$ cat config.mk
export PLATFORM = sky130hd
export DESIGN_NAME = upcs_top
export DESIGN_NICKNAME = d
export VERILOG_FILES = /design/src/rtl/upcs_pkg.sv /design/src/rtl/upcs_sync.sv /design/src/rtl/upcs_led.sv /design/src/rtl/upcs_top.sv
export SDC_FILE = /design/constraint.sdc
export NUM_CORES = 1
export LEC_CHECK = 0
export BUFFER_PORTS_ARGS = -buffer_cell sky130_fd_sc_hd__buf_2
export CAP_MARGIN = 40
export CORE_UTILIZATION = 45
export CTS_BUF_LIST = sky130_fd_sc_hd__clkbuf_4 sky130_fd_sc_hd__clkbuf_8 sky130_fd_sc_hd__clkbuf_16
export DETAILED_ROUTE_END_ITERATION = 12
export PLACE_DENSITY = 0.65
export REMOVE_ABC_BUFFERS = 1
export SYNTH_ARGS = -nofsm -noshare
export SYNTH_HDL_FRONTEND = slang
export SYNTH_SLANG_ARGS = --single-unit
$ cat constraint.sdc
create_clock -name clk_sys_i -period 7.6 [get_ports clk_sys_i]
set_clock_uncertainty 0.2 [all_clocks]
set_input_delay 0.38 -clock clk_sys_i [delete_from_list [all_inputs] [get_ports clk_sys_i]]
set_output_delay 0.38 -clock clk_sys_i [all_outputs]
set_load 0.01 [all_outputs]
$ cat src/rtl/upcs_pkg.sv
// Package for the USB power and charger signalling block.
// Assumes a 100 MHz system clock and a 32-bit APB register bus.
`default_nettype none
package upcs_pkg;

  localparam int unsigned CLK_MHZ = 100;

  // Register byte offsets
  localparam logic [11:0] OFS_CTRL   = 12'h000;
  localparam logic [11:0] OFS_STATUS = 12'h004;
  localparam logic [11:0] OFS_CODES  = 12'h008;
  localparam logic [11:0] OFS_LEDCFG = 12'h00C;

  // Control register fields
  localparam int unsigned CTRL_BCD_EN   = 0;
  localparam int unsigned CTRL_SENSE_EN = 1;
  localparam int unsigned CTRL_CONFIG   = 2;
  localparam int unsigned CTRL_SUSPEND  = 3;
  localparam int unsigned CTRL_LDE_EN   = 4;
  localparam int unsigned CTRL_LED_EN   = 5;
  localparam int unsigned CTRL_WAKE_POL = 6;
  localparam int unsigned CTRL_TX_AVAIL = 7;
  localparam int unsigned CTRL_RX_PULSE = 8;
  localparam int unsigned CTRL_TX_PULSE = 9;
  localparam int unsigned CTRL_W        = 10;
  localparam logic [CTRL_W-1:0] CTRL_RST = 10'h000;

  // Charger code field positions in the code register
  localparam int unsigned CODE_NONE = 0;
  localparam int unsigned CODE_SDP  = 2;
  localparam int unsigned CODE_CDP  = 4;
  localparam int unsigned CODE_SUSP = 6;
  localparam logic [7:0] CODES_RST = 8'hE4;

  // LED pulse length in cycles
  localparam logic [15:0] LED_PULSE_RST = 16'h03E8;

  // Charger port kinds, reported in status
  localparam logic [1:0] PORT_NONE = 2'h0;
  localparam logic [1:0] PORT_SDP  = 2'h1;
  localparam logic [1:0] PORT_CDP  = 2'h2;
  localparam logic [1:0] PORT_DCP  = 2'h3;

  // Detection settle time (us) and cycle count
  localparam int unsigned DET_TIME_US  = 100;
  localparam int unsigned DET_CYCLES   = DET_TIME_US * CLK_MHZ;

  typedef struct packed {
    logic        psel;
    logic        penable;
    logic        pwrite;
    logic [11:0] paddr;
    logic [31:0] pwdata;
  } upcs_apb_req_t;

  typedef struct packed {
    logic        pready;
    logic [31:0] prdata;
    logic        pslverr;
  } upcs_apb_rsp_t;

  typedef enum logic [1:0] {
    ST_DETACHED,
    ST_DETECT,
    ST_ATTACHED
  } upcs_state_t;

endpackage
`default_nettype wire

$ cat src/rtl/upcs_sync.sv
// Three-stage input synchroniser with agreement check.
// Assumes the input is asynchronous to clk_sys_i.
`timescale 1ns/100ps
`default_nettype none
module upcs_sync #(
  parameter logic RST_VAL = 1'b0
) (
  input  wire logic clk_sys_i,
  input  wire logic nrst_i,
  input  wire logic async_i,
  output var  logic level_o
);

  logic [2:0] stage_r;
  logic [2:0] stage_nxt;
  logic       level_r;
  logic       level_nxt;

  always_comb begin
    stage_nxt = {stage_r[1:0], async_i};
    level_nxt = level_r;
    // Second and third stages agree
    if (stage_r[1] == stage_r[2]) begin
      level_nxt = stage_r[2];
    end
  end

  always_ff @(posedge clk_sys_i or negedge nrst_i) begin
    if (!nrst_i) begin
      stage_r <= {3{RST_VAL}};
      level_r <= RST_VAL;
    end else begin
      stage_r <= stage_nxt;
      level_r <= level_nxt;
    end
  end

  assign level_o = level_r;

endmodule // upcs_sync
`default_nettype wire

$ cat src/rtl/upcs_led.sv
// Activity LED pulse stretcher, active-low output.
// Assumes a one-cycle activity strobe on the system clock.
`timescale 1ns/100ps
`default_nettype none
module upcs_led (
  input  wire logic        clk_sys_i,
  input  wire logic        nrst_i,
  input  wire logic        enable_i,
  input  wire logic        strobe_i,
  input  wire logic [15:0] length_i,
  output var  logic        led_n_o
);

  logic [15:0] cnt_r;
  logic [15:0] cnt_nxt;
  logic        led_n_r;
  logic        led_n_nxt;

  always_comb begin
    cnt_nxt = cnt_r;
    if (!enable_i) begin
      cnt_nxt = '0;
    end else if (strobe_i) begin
      cnt_nxt = length_i;
    end else if (cnt_r != '0) begin
      cnt_nxt = cnt_r - 16'h0001;
    end
    led_n_nxt = (cnt_nxt == '0);
  end

  always_ff @(posedge clk_sys_i or negedge nrst_i) begin
    if (!nrst_i) begin
      cnt_r   <= '0;
      led_n_r <= 1'b1;
    end else begin
      cnt_r   <= cnt_nxt;
      led_n_r <= led_n_nxt;
    end
  end

  assign led_n_o = led_n_r;

endmodule // upcs_led
`default_nettype wire

$ cat src/rtl/upcs_top.sv
// USB power, pull-up and charger-type signalling with an APB register file.
// Assumes pins are asynchronous; the USB core and UART sit on clk_sys_i.
//
// Operation
// RULE_01: Pull-up on D+ is enabled while bus voltage is present.
// RULE_02: Pull-up is removed when bus voltage is absent.
// RULE_03: All pin outputs are released while chip reset is asserted.
// RULE_04: External system uses power-switch output to cut load current.
// RULE_05: Suspend output flags link suspend or enumeration not complete.
// RULE_06: Line driver enable follows transmit character availability when enabled.
// RULE_07: Wake-up input in suspend raises a remote wakeup request.
// RULE_08: Bus voltage arrival starts charger detection; result on two outputs.
// RULE_09: Pull-up only for standard or charging downstream ports.
// RULE_10: Bus voltage loss reports no charger and removes pull-up.
// RULE_11: Detection and bus sensing stay off until configured on.
// RULE_12: Bus presence is taken from the configurable sense input.
// RULE_13: External system limits current per reported charger type.
// RULE_14: Active-low receive and transmit LEDs pulse on activity.
// RULE_15: Charger outputs use configurable default code table.
// RULE_16: Power-switch output low when configured, high otherwise; the code also drives it high while suspended.
// RULE_17: Bus sense input is synchronised before use.
//
// Added by the designer: the APB interface to the registers and the register addresses.
`timescale 1ns/100ps
`default_nettype none
module upcs_top
  import upcs_pkg::*;
#(
  parameter int unsigned DET_CNT = upcs_pkg::DET_CYCLES
) (
  input  wire logic                    clk_sys_i,
  input  wire logic                    nrst_i,
  input  wire upcs_pkg::upcs_apb_req_t apb_req_i,
  output var  upcs_pkg::upcs_apb_rsp_t apb_rsp_o,
  input  wire logic                    vbus_sense_input_i,
  input  wire logic [1:0]              port_kind_i,
  input  wire logic                    wakeup_i,
  output var  logic                    dp_pullup_en_o,
  output var  logic                    charger_type_bit0_o,
  output var  logic                    charger_type_bit1_o,
  output var  logic                    power_switch_n_o,
  output var  logic                    suspend_o,
  output var  logic                    remote_wakeup_o,
  output var  logic                    line_driver_enable_o,
  output var  logic                    rx_activity_led_n_o,
  output var  logic                    tx_activity_led_n_o,
  output var  logic                    pin_oe_n_o
);
  import upcs_pkg::*;

  ////////////////////////////////////////////////////////////////////////////
  // Input synchronisers

  logic vbus_sync;
  logic wake_sync;
  logic [1:0] kind_sync;

  upcs_sync #(.RST_VAL(1'b0)) u_sync_vbus (
    .clk_sys_i (clk_sys_i),
    .nrst_i    (nrst_i),
    .async_i   (vbus_sense_input_i),
    .level_o   (vbus_sync)
  ); // RULE_17

  upcs_sync #(.RST_VAL(1'b0)) u_sync_wake (
    .clk_sys_i (clk_sys_i),
    .nrst_i    (nrst_i),
    .async_i   (wakeup_i),
    .level_o   (wake_sync)
  );

  genvar gi;
  generate
    for (gi = 0; gi < 2; gi++) begin : g_kind
      upcs_sync #(.RST_VAL(1'b0)) u_sync_kind (
        .clk_sys_i (clk_sys_i),
        .nrst_i    (nrst_i),
        .async_i   (port_kind_i[gi]),
        .level_o   (kind_sync[gi])
      );
    end
  endgenerate

  ////////////////////////////////////////////////////////////////////////////
  // Register file

  logic [CTRL_W-1:0] ctrl_r;
  logic [CTRL_W-1:0] ctrl_nxt;
  logic [7:0]        codes_r;
  logic [7:0]        codes_nxt;
  logic [15:0]       led_len_r;
  logic [15:0]       led_len_nxt;
  logic [31:0]       prdata_r;
  logic [31:0]       prdata_nxt;
  logic              pready_r;
  logic              pready_nxt;
  logic              pslverr_r;
  logic              pslverr_nxt;
  logic              setup;
  logic              wr_en;
  logic              hit;
  logic [1:0]        kind_r;
  upcs_state_t       state_r;

  assign setup = apb_req_i.psel && !apb_req_i.penable;

  always_comb begin
    ctrl_nxt    = ctrl_r;
    codes_nxt   = codes_r;
    led_len_nxt = led_len_r;
    prdata_nxt  = prdata_r;
    pready_nxt  = 1'b0;
    pslverr_nxt = 1'b0;
    wr_en       = apb_req_i.psel && apb_req_i.penable && pready_r && apb_req_i.pwrite;
    hit         = 1'b1;
    // Strobes are one-cycle pulses
    ctrl_nxt[CTRL_RX_PULSE] = 1'b0;
    ctrl_nxt[CTRL_TX_PULSE] = 1'b0;
    if (setup) begin
      pready_nxt = 1'b1;
      prdata_nxt = '0;
      case (apb_req_i.paddr)
        OFS_CTRL: begin
          prdata_nxt[CTRL_W-1:0] = ctrl_r;
        end
        OFS_STATUS: begin
          prdata_nxt[7:0] = {kind_r, remote_wakeup_o, suspend_o,
                             vbus_sync, state_r == ST_ATTACHED,
                             charger_type_bit1_o, charger_type_bit0_o};
        end
        OFS_CODES: begin
          prdata_nxt[7:0] = codes_r;
        end
        OFS_LEDCFG: begin
          prdata_nxt[15:0] = led_len_r;
        end
        default: begin
          hit = 1'b0;
        end
      endcase
      pslverr_nxt = !hit;
    end
    // Writes land on the access edge that sees pready high
    if (wr_en) begin
      case (apb_req_i.paddr)
        OFS_CTRL:   ctrl_nxt    = apb_req_i.pwdata[CTRL_W-1:0];
        OFS_CODES:  codes_nxt   = apb_req_i.pwdata[7:0]; // RULE_15
        OFS_LEDCFG: led_len_nxt = apb_req_i.pwdata[15:0];
        default: begin
        end
      endcase
    end
  end

  always_ff @(posedge clk_sys_i or negedge nrst_i) begin
    if (!nrst_i) begin
      ctrl_r    <= CTRL_RST; // RULE_11
      codes_r   <= CODES_RST;
      led_len_r <= LED_PULSE_RST;
      prdata_r  <= '0;
      pready_r  <= 1'b0;
      pslverr_r <= 1'b0;
    end else begin
      ctrl_r    <= ctrl_nxt;
      codes_r   <= codes_nxt;
      led_len_r <= led_len_nxt;
      prdata_r  <= prdata_nxt;
      pready_r  <= pready_nxt;
      pslverr_r <= pslverr_nxt;
    end
  end

  assign apb_rsp_o.pready  = pready_r;
  assign apb_rsp_o.prdata  = prdata_r;
  assign apb_rsp_o.pslverr = pslverr_r;

  ////////////////////////////////////////////////////////////////////////////
  // Charger detection sequence

  upcs_state_t state_nxt;
  logic [31:0] det_cnt_r;
  logic [31:0] det_cnt_nxt;
  logic [1:0]  kind_nxt;
  logic        vbus_ok;

  // Bus presence only counts when sensing is configured on
  assign vbus_ok = ctrl_r[CTRL_SENSE_EN] && vbus_sync; // RULE_12 RULE_11

  always_comb begin
    state_nxt   = state_r;
    det_cnt_nxt = det_cnt_r;
    kind_nxt    = kind_r;
    case (state_r)
      ST_DETACHED: begin
        kind_nxt    = PORT_NONE;
        det_cnt_nxt = '0;
        if (vbus_ok) begin
          if (ctrl_r[CTRL_BCD_EN]) begin
            state_nxt = ST_DETECT; // RULE_08
          end else begin
            kind_nxt  = PORT_SDP;
            state_nxt = ST_ATTACHED;
          end
        end
      end
      ST_DETECT: begin
        if (!vbus_ok) begin
          state_nxt = ST_DETACHED; // RULE_10
        end else if (det_cnt_r >= DET_CNT - 1) begin
          kind_nxt  = (kind_sync == PORT_NONE) ? PORT_SDP : kind_sync;
          state_nxt = ST_ATTACHED;
        end else begin
          det_cnt_nxt = det_cnt_r + 32'h0000_0001;
        end
      end
      ST_ATTACHED: begin
        if (!vbus_ok) begin
          kind_nxt  = PORT_NONE;
          state_nxt = ST_DETACHED; // RULE_10
        end
      end
      default: begin
        state_nxt = ST_DETACHED;
      end
    endcase
  end

  always_ff @(posedge clk_sys_i or negedge nrst_i) begin
    if (!nrst_i) begin
      state_r   <= ST_DETACHED;
      det_cnt_r <= '0;
      kind_r    <= PORT_NONE;
    end else begin
      state_r   <= state_nxt;
      det_cnt_r <= det_cnt_nxt;
      kind_r    <= kind_nxt;
    end
  end

  ////////////////////////////////////////////////////////////////////////////
  // Pin outputs

  logic       pullup_nxt;
  logic [1:0] code_nxt;
  logic       pwr_nxt;
  logic       susp_nxt;
  logic       wake_nxt;
  logic       lde_nxt;
  logic       pullup_r;
  logic [1:0] code_r;
  logic       pwr_r;
  logic       susp_r;
  logic       wake_r;
  logic       lde_r;
  logic       oe_n_r;
  logic       wake_lvl;

  assign wake_lvl = wake_sync ^ ctrl_r[CTRL_WAKE_POL];

  always_comb begin
    // Pull-up only on an attached standard or charging downstream port
    pullup_nxt = vbus_ok && (state_r == ST_ATTACHED) &&
                 (kind_r == PORT_SDP || kind_r == PORT_CDP); // RULE_01 RULE_02 RULE_09
    susp_nxt = ctrl_r[CTRL_SUSPEND] || !ctrl_r[CTRL_CONFIG]; // RULE_05
    pwr_nxt  = !(ctrl_r[CTRL_CONFIG] && !ctrl_r[CTRL_SUSPEND]); // RULE_16
    if (!vbus_ok || state_r != ST_ATTACHED) begin
      code_nxt = codes_r[CODE_NONE +: 2]; // RULE_10
    end else if (ctrl_r[CTRL_SUSPEND]) begin
      code_nxt = codes_r[CODE_SUSP +: 2]; // RULE_15
    end else if (kind_r == PORT_SDP) begin
      code_nxt = codes_r[CODE_SDP +: 2];
    end else begin
      code_nxt = codes_r[CODE_CDP +: 2];
    end
    // Wake request held while suspended and wake asserted
    wake_nxt = ctrl_r[CTRL_SUSPEND] && wake_lvl; // RULE_07
    lde_nxt  = ctrl_r[CTRL_LDE_EN] && ctrl_r[CTRL_TX_AVAIL]; // RULE_06
  end

  always_ff @(posedge clk_sys_i or negedge nrst_i) begin
    if (!nrst_i) begin
      pullup_r <= 1'b0;
      code_r   <= 2'h0;
      pwr_r    <= 1'b1;
      susp_r   <= 1'b1;
      wake_r   <= 1'b0;
      lde_r    <= 1'b0;
      oe_n_r   <= 1'b1; // RULE_03
    end else begin
      pullup_r <= pullup_nxt;
      code_r   <= code_nxt;
      pwr_r    <= pwr_nxt;
      susp_r   <= susp_nxt;
      wake_r   <= wake_nxt;
      lde_r    <= lde_nxt;
      oe_n_r   <= 1'b0;
    end
  end

  assign dp_pullup_en_o       = pullup_r;
  assign charger_type_bit0_o  = code_r[0];
  assign charger_type_bit1_o  = code_r[1];
  assign power_switch_n_o     = pwr_r;
  assign suspend_o            = susp_r;
  assign remote_wakeup_o      = wake_r;
  assign line_driver_enable_o = lde_r;
  assign pin_oe_n_o           = oe_n_r;

  ////////////////////////////////////////////////////////////////////////////
  // Activity LEDs

  upcs_led u_led_rx (
    .clk_sys_i (clk_sys_i),
    .nrst_i    (nrst_i),
    .enable_i  (ctrl_r[CTRL_LED_EN]),
    .strobe_i  (ctrl_r[CTRL_RX_PULSE]),
    .length_i  (led_len_r),
    .led_n_o   (rx_activity_led_n_o)
  ); // RULE_14

  upcs_led u_led_tx (
    .clk_sys_i (clk_sys_i),
    .nrst_i    (nrst_i),
    .enable_i  (ctrl_r[CTRL_LED_EN]),
    .strobe_i  (ctrl_r[CTRL_TX_PULSE]),
    .length_i  (led_len_r),
    .led_n_o   (tx_activity_led_n_o)
  ); // RULE_14

endmodule // upcs_top
`default_nettype wire

### After elaboration in Yosys (flattened, before gate mapping)

Index checks and enable logic that the tools add are counted.

* input bits: 53
* register bits after elaboration: 146
* word-level logic and storage cells: 120
* output and inout port bits: 44

* muxes and demuxes: 33
* bitwise operators: 1
* equality and inequality tests: 18
* add/sub/neg operators: 3
* reduce and logical (&&, ||, !) cells: 35
* magnitude comparators: 1

Operators with widths (count)
* 2-to-1 mux 16 bit: 6
* 2-to-1 mux 32 bit: 2
* case mux 32 bit (2 select lines): 1
* adder 32 x 1 -> 32 bit, second input constant: 1
* >= comparator 32 x 14 -> 1 bit, second input constant: 1
* zero test 16 bit: 2
* case mux 8 bit (4 select lines): 1
* nonzero test 16 bit: 2
* subtractor 16 x 1 -> 16 bit, second input constant: 2
* == test 12 x 4 -> 1 bit, second input constant: 2
* 2-to-1 mux 2 bit: 11
* 2-to-1 mux 10 bit: 2
* == test 12 x 3 -> 1 bit, second input constant: 1
* zero test 12 bit: 1
* != test 2 bit, second input constant: 6
* case mux 2 bit (3 select lines): 2
* logical AND 1 bit: 10
* zero test 1 bit: 6
* 2-to-1 mux 1 bit: 6
* 2-to-1 mux 6 bit: 1
* AND reduction 2 bit: 3
* AND reduction 3 bit: 2
* == test 1 bit: 4
* == test 2 x 1 -> 1 bit, second input constant: 2
* 10 further kinds: 14

### Depth between registers and ports, before layout

Gate-level depths: netlist of the first run.

* word-level depth: 6
* mapped depth: 9
* mapped depth without buffers: 9

### Hierarchy

Synthesis of the first run repeated with hierarchy kept, for this count alone.

* cells, all modules: 653
* area, all modules: 7188.1 um2

By module, submodules not included
* upcs_top: area an instance 4347.9 um2, instances 1, cells each 365, sequential area each 2392.3 um2
* upcs_led: area an instance 1197.4 um2, instances 2, cells each 134, sequential area each 426.7 um2
* upcs_sync: area an instance 111.4 um2, instances 4, cells each 5, sequential area each 100.1 um2

### Least setup slack after synthesis of the first run

No wires, ideal clock.

* path type: reg-to-reg
* start: reg u_led_tx.cnt_r[0]
* end: reg u_led_tx.led_n_r (netlist: u_led_tx.led_n_o)
* path slack: 4711 ps
* clock period less this slack: 2889 ps
* library setup time: 90 ps
* required time: 7310 ps
* path buffers: 0
* arrival time: 2599 ps
* stages on the path, launching flop included: 10
* path through: dfrtp_1 > inv_1 > ha_1 > nor4b_4 > nand4_2 > mux2_2 > o21ai_0 > or4_1 > or4_1 > nor4_2

* word-level cells in the longest chain between the ends: 5
* elaborated cells between the ends (all ways): 6
* classes of those cells: add/sub (1); mux (3); reduce/logical (2)

Ends and longest elaborated chain
* from (decl): RTL line upcs_led.sv:14 `logic [15:0] cnt_r;`
* from (signal assigned): RTL line upcs_led.sv:36 `cnt_r <= cnt_nxt;`
* subtractor 16 x 1 -> 16 bit or nonzero test 16 bit (tied branches): RTL line upcs_led.sv:26, upcs_led.sv:25
* 2-to-1 mux 16 bit (*): RTL line upcs_led.sv:25 `end else if (cnt_r != '0) begin`
* 2-to-1 mux 16 bit (*): RTL line upcs_led.sv:23 `end else if (strobe_i) begin`
* 2-to-1 mux 16 bit (*): RTL line upcs_led.sv:21 `if (!enable_i) begin`
* via u_led_tx.cnt_nxt[1]: RTL line upcs_led.sv:15 `logic [15:0] cnt_nxt;`
* zero test 16 bit (*): RTL line upcs_led.sv:28 `led_n_nxt = (cnt_nxt == '0);`
* via u_led_tx.led_n_nxt: RTL line upcs_led.sv:17 `logic led_n_nxt;`
* to (signal assigned): RTL line upcs_led.sv:37 `led_n_r <= led_n_nxt;`
* to (decl): RTL line upcs_led.sv:16 `logic led_n_r;`

The timed path passes the listed nets; every way through them passes the cells marked *.
A chain may end at the register's enable or synchronous reset.

### Worst setup path after layout of the first run

Ends and elaborated chain as after synthesis.

==> flow_metrics.py, run 1 <==
metrics = {
    "status": {
        "status": "finished, final reports clean",
    },
    "synthesis": {
        "synth_most_common_cell": "dfrtp_1",
        "yosysTopAreaCell": "dfrtp_1",
        "synthFlopType": "dfrtp_1",
        "ys_ff_latch": 145,
        "ys_warn_count": 0,
        "synth_cell_types": 70,
        "synthTopCellsByArea": "dfrtp_1 (47%), mux2_2 (5.3%), dfstp_2 (5.3%), nand2_1 (3.2%), o21ai_0 (3.2%)",
        "async_flop_share_pct": 100.0,
        "syn_area_um2": 6949,
        "synth_common_cells": "dfrtp_1 (131), nand2_1 (60), o21ai_0 (44)",
        "synthCells": 639,
        "synth.yosys.seq_area_share_pct": 52.47,
        "synth_area_per_cell_um2": 10.88,
        "synth_edf_count": 0,
        "synth_top_area_share_pct": 47.17,
    },
    "grt": {
        "use_met2_pct": 32.99,
        "grt.overflow.total": 0,
        "grt_pass1_vias": 5080,
        "antenna_found_initial": 1,
        "grt_pass1_wl_um": 25620,
        "use_met1_pct": 27.13,
        "track_usage_pct": 20.69,
        "met3_usage_pct": 4.630,
        "busiest_layer": "met2",
        "grt_max_degree": 83,
    },
    "detailed_routing": {
        "first_pass_iters": 5,
        "routed_wl_um": 15280,
        "avgRoutedWirePerCell_um": 16.68,
        "initialDrtViolationCount": 310,
        "drc": 0,
        "num_vias": 5081,
        "final_antenna_net_count": 0,
        "viasPerCell": 5.547,
    },
    "clocking": {
        "cts_tree": "yes",
        "clk_path_buf_depth": 2,
        "cts_resized": 0,
        "clk_latency_ns": 0.43,
        "h-tree-depth": 4,
        "cts_buffers": 17,
        "cts.sinks": 145,
        "post_cts_buffers": 0,
        "path_clk_slew_ns": 0.06,
        "hold_buffers": 13,
        "cts-root-buf": "clkbuf_16",
    },
    "worst_setup_path": {
        "crit_arrival_ns": 3.51,
        "crit_required_ns": 7.73,
        "slowest_delay_ns": 0.54,
        "cp_max_fo": 9,
        "worstSetupEndpointType": "flip-flop",
        "cp_slowest_cell": "or4_1",
        "cp_cell_sequence": "inv_1, ha_1, nor4b_4, nand4_2, mux2_2, o21ai_0, or4_1, or4_1, nor4_2",
        "crit_top_cell": "or4_1",
        "path_class": "reg2reg",
        "cp-start-kind": "flip-flop",
    },
    "timing": {
        "maxSlewHeadroom_pct": 41.61,
        "rsz0062_at_grt": "false",
        "period_minus_slack_ns": 3.376,
        "clock.fmax_ghz": 0.2962,
        "finalSetupViolations": 0,
        "hold_viol": 0,
        "final.setup.tns_ns": 0,
        "drv_slew": 0,
        "worst_pin_slew_ns": 0.8758,
        "fin_crit_sh_pct": 44.42,
    },
    "power": {
        "p_per_area_nw_per_um2": 210.9,
        "ir_drop_v": 0.0001868,
        "power.leakage_nw": 3.787,
    },
    "place": {
        "port-buffer-count": 64,
        "routabilityCongestion": 0.8853,
        "hpwlAfterDp_um": 10660,
    },
    "floorplanning": {
        "die-area_um2": 15940,
        "ioPinCount": 97,
        "core_area_um2": 15150,
        "die_h_um": 126.3,
        "die_w_um": 126.3,
        "start_util_pct": 45.88,
        "row_count": 45,
    },
    "layout": {
        "nets": 777,
        "final_util_pct": 53.61,
        "area_growth_pct": 16.83,
        "drive_above_1_share_pct": 24.76,
    },
    "min_path": {
        "hold_class": "in2reg",
    },
    "run": {
        "drv_cap": 0,
    },
}
==> metrics by stage <==
step	power (mW)	instance area [um^2]	instances	hold slack (ns)	setup slack [ns]
final	1.712	8119	916	0.01609	4.224
after global routing	1.774	8117	915	0.01590	4.009
after CTS	1.730	8117	915	0.009133	4.186
after detailed placement	0.8405	7362	871	0.1363	4.225
after global placement	0.8391	7352	870	0.1317	4.319
after floorplan	0.8075	6753	613	-0.1156	4.710
==> cell type report <==
class	count	area [um^2]
fillers	1308	7027
flip-flops and latches	145	3646
multi-input cells	450	3039
repair buffers	83	504.2
clock buffers	19	440.4
well taps	188	235.2
clock inverters	12	183.9
inverters	18	67.56
diodes	1	2.502
==> flip-flops by register name, summed over array words and instances, names as in the netlist, 3 cells and up <==
register	cells
prdata_r	16
led_len_r	16
u_led_tx.cnt_r	16
ctrl_r	10
g_kind.u_sync_kind.stage_r	6
u_sync_wake.stage_r	3
u_led_rx.cnt_r	16
codes_r	8
det_cnt_r	32
u_sync_vbus.stage_r	3
==> placed cells by master (no fill, tap or decap), types with 5 or more instances in the layout <==
cell type,n
nor4_1,9
xnor2_1,16
nand4_1,9
ha_1,9
a21oi_1,28
or4_1,5
dlygate4sd3_1,13
buf_2,63
clkbuf_16,17
nand2_1,60
dfrtp_1,131
conb_1,17
mux4_2,8
a31oi_1,6
and3_1,5
nor4_2,5
o21ai_0,44
buf_4,5
nand2b_1,8
or3_1,6
xor2_1,6
dfstp_2,14
mux2_2,33
nor3_1,20
nand3_1,28
inv_1,17
nor2_1,37
and2_1,23
==> critical path, delay by kind of cell (launching register included) <==
family                   cells  cell delay, ns
AO/OA/AOI/OAI                1            0.10
adder cells (fa/ha/maj)      1            0.20
buffers and inverters        1            0.12
flip-flops                   1            0.39
multiplexers                 1            0.32
AND/OR/NAND/NOR              5            1.98
==> kinds of logic after synthesis <==
group / Yosys count / synth area share, %
fa+ha+maj: 13 / 2.197
simple gates: 245 / 20.04
mux: 43 / 8.228
other cells: 1 / 0.05396
xor+xnor: 22 / 2.773
compound gates: 110 / 9.579
buf+inv: 60 / 4.663
flops: 145 / 52.47
==> metal layers <==
layer | part of all wire (%) | wire length, um | vias to the layer above
met5 | 0 | 0 | -
met4 | 2.4 | 370 | 0
met3 | 4.5 | 688 | 28
met2 | 48 | 7292 | 153
met1 | 45 | 6930 | 2481
li1 | - | - | 2419
==> path summary, 6_finish.rpt <==
kind                            cells past startpoint                                        from                                          to  slack, ns
max in group asynchronous                           3                                      nrst_i                       ctrl_r[2]$_DFFE_PN0P_       5.55
worst min-delay path                                2                                apb_req_i[4]                      codes_r[4]$_DFFE_PN0P_       0.02
min in group asynchronous                           2                                      nrst_i                u_led_rx.cnt_r[15]$_DFF_PN0_       0.35
worst min register to register                      0  g_kind[1].u_sync_kind.stage_r[0]$_DFF_PN0_  g_kind[1].u_sync_kind.stage_r[1]$_DFF_PN0_       0.15
worst max-delay path                                9                 u_led_tx.cnt_r[0]$_DFF_PN0_                  u_led_tx.led_n_o$_DFF_PN1_       4.22
worst max register to register                      9                 u_led_tx.cnt_r[0]$_DFF_PN0_                  u_led_tx.led_n_o$_DFF_PN1_       4.22
==> report_power, final <==
part | total [mW] | internal [mW] | leakage (nW) | switching, mW
combinational | 0.0481 | 0.0169 | 1.55 | 0.0312
sequential | 0.783 | 0.779 | 1.93 | 0.00381
clock | 0.881 | 0.557 | 0.301 | 0.324
total | 1.71 | 1.35 | 3.79 | 0.359
Note: power is estimated with default switching activity, not from simulation.
==> run 2: changes to the inputs <==
Settings changed: PLACE_DENSITY 0.65 to 0.68.
Clock period 7.6 ns to 3.1 ns, I/O delays scaled along.
==> run 2 against run 1 <==
  * Count of clock-buffer cells in the layout did not move
  * Total power rose by 140%
  * Non-clock buffer count rose by 38
  * Critical endpoint unchanged
==> flow_metrics.py, run 2 (same netlist as run 1, synthesis figures left out) <==
metrics = {
    "timing": {
        "clock.fmax_ghz": 0.3367,
        "rsz0062_at_grt": "false",
        "hold_slack_ns": 0.01594,
        "final.setup.tns_ns": 0,
        "maxSlewHeadroom_pct": 43.58,
        "worst_pin_slew_ns": 0.8463,
        "finalSetupViolations": 0,
        "drv_slew": 0,
        "fin_crit_sh_pct": 95.81,
        "period_minus_slack_ns": 2.970,
        "hold_viol": 0,
    },
    "place": {
        "routabilityCongestion": 0.8836,
        "placed_cells_incl_taps": 896,
        "port-buffer-count": 64,
        "hpwlAfterDp_um": 11380,
    },
    "power": {
        "power.leakage_nw": 3.975,
        "p_per_area_nw_per_um2": 486.9,
        "ir_drop_v": 0.0004068,
        "power_mw": 4.119,
    },
    "worst_setup_path": {
        "slowest_delay_ns": 0.52,
        "crit_required_ns": 3.24,
        "path_class": "reg2reg",
        "cp_max_fo": 4,
        "crit_top_cell": "or4_4",
        "crit_arrival_ns": 3.11,
        "cp-start-kind": "flip-flop",
        "worstSetupEndpointType": "flip-flop",
        "cp_cell_sequence": "nor4_2, nand4_2, buf_4, mux2_2, o21ai_0, or4_4, or4_4, nor4_4",
        "cp_slowest_cell": "or4_4",
    },
    "detailed_routing": {
        "num_vias": 5311,
        "avgRoutedWirePerCell_um": 17.16,
        "first_pass_iters": 5,
        "viasPerCell": 5.561,
        "final_antenna_net_count": 0,
        "drc": 0,
        "routed_wl_um": 16390,
        "initialDrtViolationCount": 386,
    },
    "clocking": {
        "clk_path_buf_depth": 2,
        "h-tree-depth": 4,
        "cts_tree": "yes",
        "cts.sinks": 145,
        "clk_latency_ns": 0.42,
        "cts-root-buf": "clkbuf_16",
        "cts_buffers": 17,
        "path_clk_slew_ns": 0.06,
    },
    "floorplanning": {
        "core_area_um2": 15150,
        "die-area_um2": 15940,
        "die_w_um": 126.3,
        "die_h_um": 126.3,
        "ioPinCount": 97,
        "start_util_pct": 45.88,
        "row_count": 45,
    },
    "layout": {
        "finalNonFillerCells": 955,
        "area_growth_pct": 21.73,
        "layout_commonest_cell": "dfrtp_1",
        "final_util_pct": 55.85,
        "drive_above_1_share_pct": 28.46,
        "largest_reg_flops": 32,
        "mostFrequentLayoutCells": "dfrtp_1 (131), buf_2 (63), nand2_1 (60), o21ai_0 (43), nor2_1 (37)",
        "nets": 815,
        "largest_register": "det_cnt_r",
    },
    "status": {
        "status": "finished, final reports clean",
    },
    "grt": {
        "grt_pass1_wl_um": 27080,
        "grt.overflow.total": 0,
        "antenna_found_initial": 1,
        "track_usage_pct": 21.98,
        "grt_max_degree": 87,
        "grt_pass1_vias": 5327,
    },
    "run": {
        "drv_cap": 0,
    },
    "min_path": {
        "hold_class": "in2reg",
    },
}
## run 2: cell types whose count changed in the layout (fill, tap and decap cells not counted), moves of 3 or more
cell           previous run  this run
buf_4                     5        35
dlygate4sd3_1            13        21
or4_1                     5         2
or4_4                     0         3
## run 2: final cells by class
class                           instances  area [um^2]
Antenna cell                            1        2.502
Clock buffer                           19        452.9
Clock inverter                         13        150.1
Fill cell                            1295         6686
Inverter                               18        67.56
Multi-Input combinational cell        450         3085
Sequential cell                       145         3646
Tap cell                              188        235.2
Timing Repair Buffer                  121        819.5
## run 2: metrics by stage
stage / area (um^2) / worst slack [ns]
2_1_floorplan: 6753 / 0.2102
3_3_place_gp: 7560 / 0.03183
3_5_place_dp: 7560 / -0.04484
4_1_cts: 8406 / 0.02215
5_1_grt: 8459 / 0.003233
6_report: 8459 / 0.1300
## run 2: what timing repair did
| action | CTS | global route |
|---|---|---|
| hold buffers | 21 | 0 |
| endpoints found under the setup margin | 2 | 2 |
| endpoints found under the hold margin | 111 | 0 |
| setup buffers | 2 | 3 |
| pin swaps | 3 | 7 |
| resized for setup | 3 | 8 |
## run 2: path summary, 6_finish.rpt
check,endpoint,cells after the start,start,slack (ns)
worst max-delay path,u_led_tx.led_n_o$_DFF_PN1_,8,u_led_tx.cnt_r[10]$_DFF_PN0_,0.13
worst min-delay path,prdata_r[14]$_DFFE_PN0P_,3,apb_req_i[35],0.02
worst max register to register,u_led_tx.led_n_o$_DFF_PN1_,8,u_led_tx.cnt_r[10]$_DFF_PN0_,0.13
worst min register to register,g_kind[1].u_sync_kind.stage_r[1]$_DFF_PN0_,0,g_kind[1].u_sync_kind.stage_r[0]$_DFF_PN0_,0.15
max in group asynchronous,det_cnt_r[17]$_DFFE_PN0P_,3,nrst_i,1.73
min in group asynchronous,u_led_rx.cnt_r[13]$_DFF_PN0_,2,nrst_i,0.13
## run 2: critical path: cells and delay by family (launching register included)
family          cells  cell delay, ns
simple gates        5            1.78
flops               1            0.41
mux                 1            0.20
buf+inv             1            0.17
compound gates      1            0.12
## run 2: routing by layer
metal | up-vias | track usage [%] | routed length [um]
li1 | 2486 | - | -
met1 | 2636 | 28.50 | 7324
met2 | 159 | 35.85 | 7957
met3 | 30 | 5.013 | 702
met4 | 0 | 8.505 | 405
met5 | - | 0 | 0
## run 2: where the power goes
part	leakage (nW)	internal [mW]	switching, mW	total (mW)
logic	1.75	0.0507	0.0793	0.130
clock network	0.291	1.24	0.830	2.07
registers	1.93	1.91	0.00907	1.92
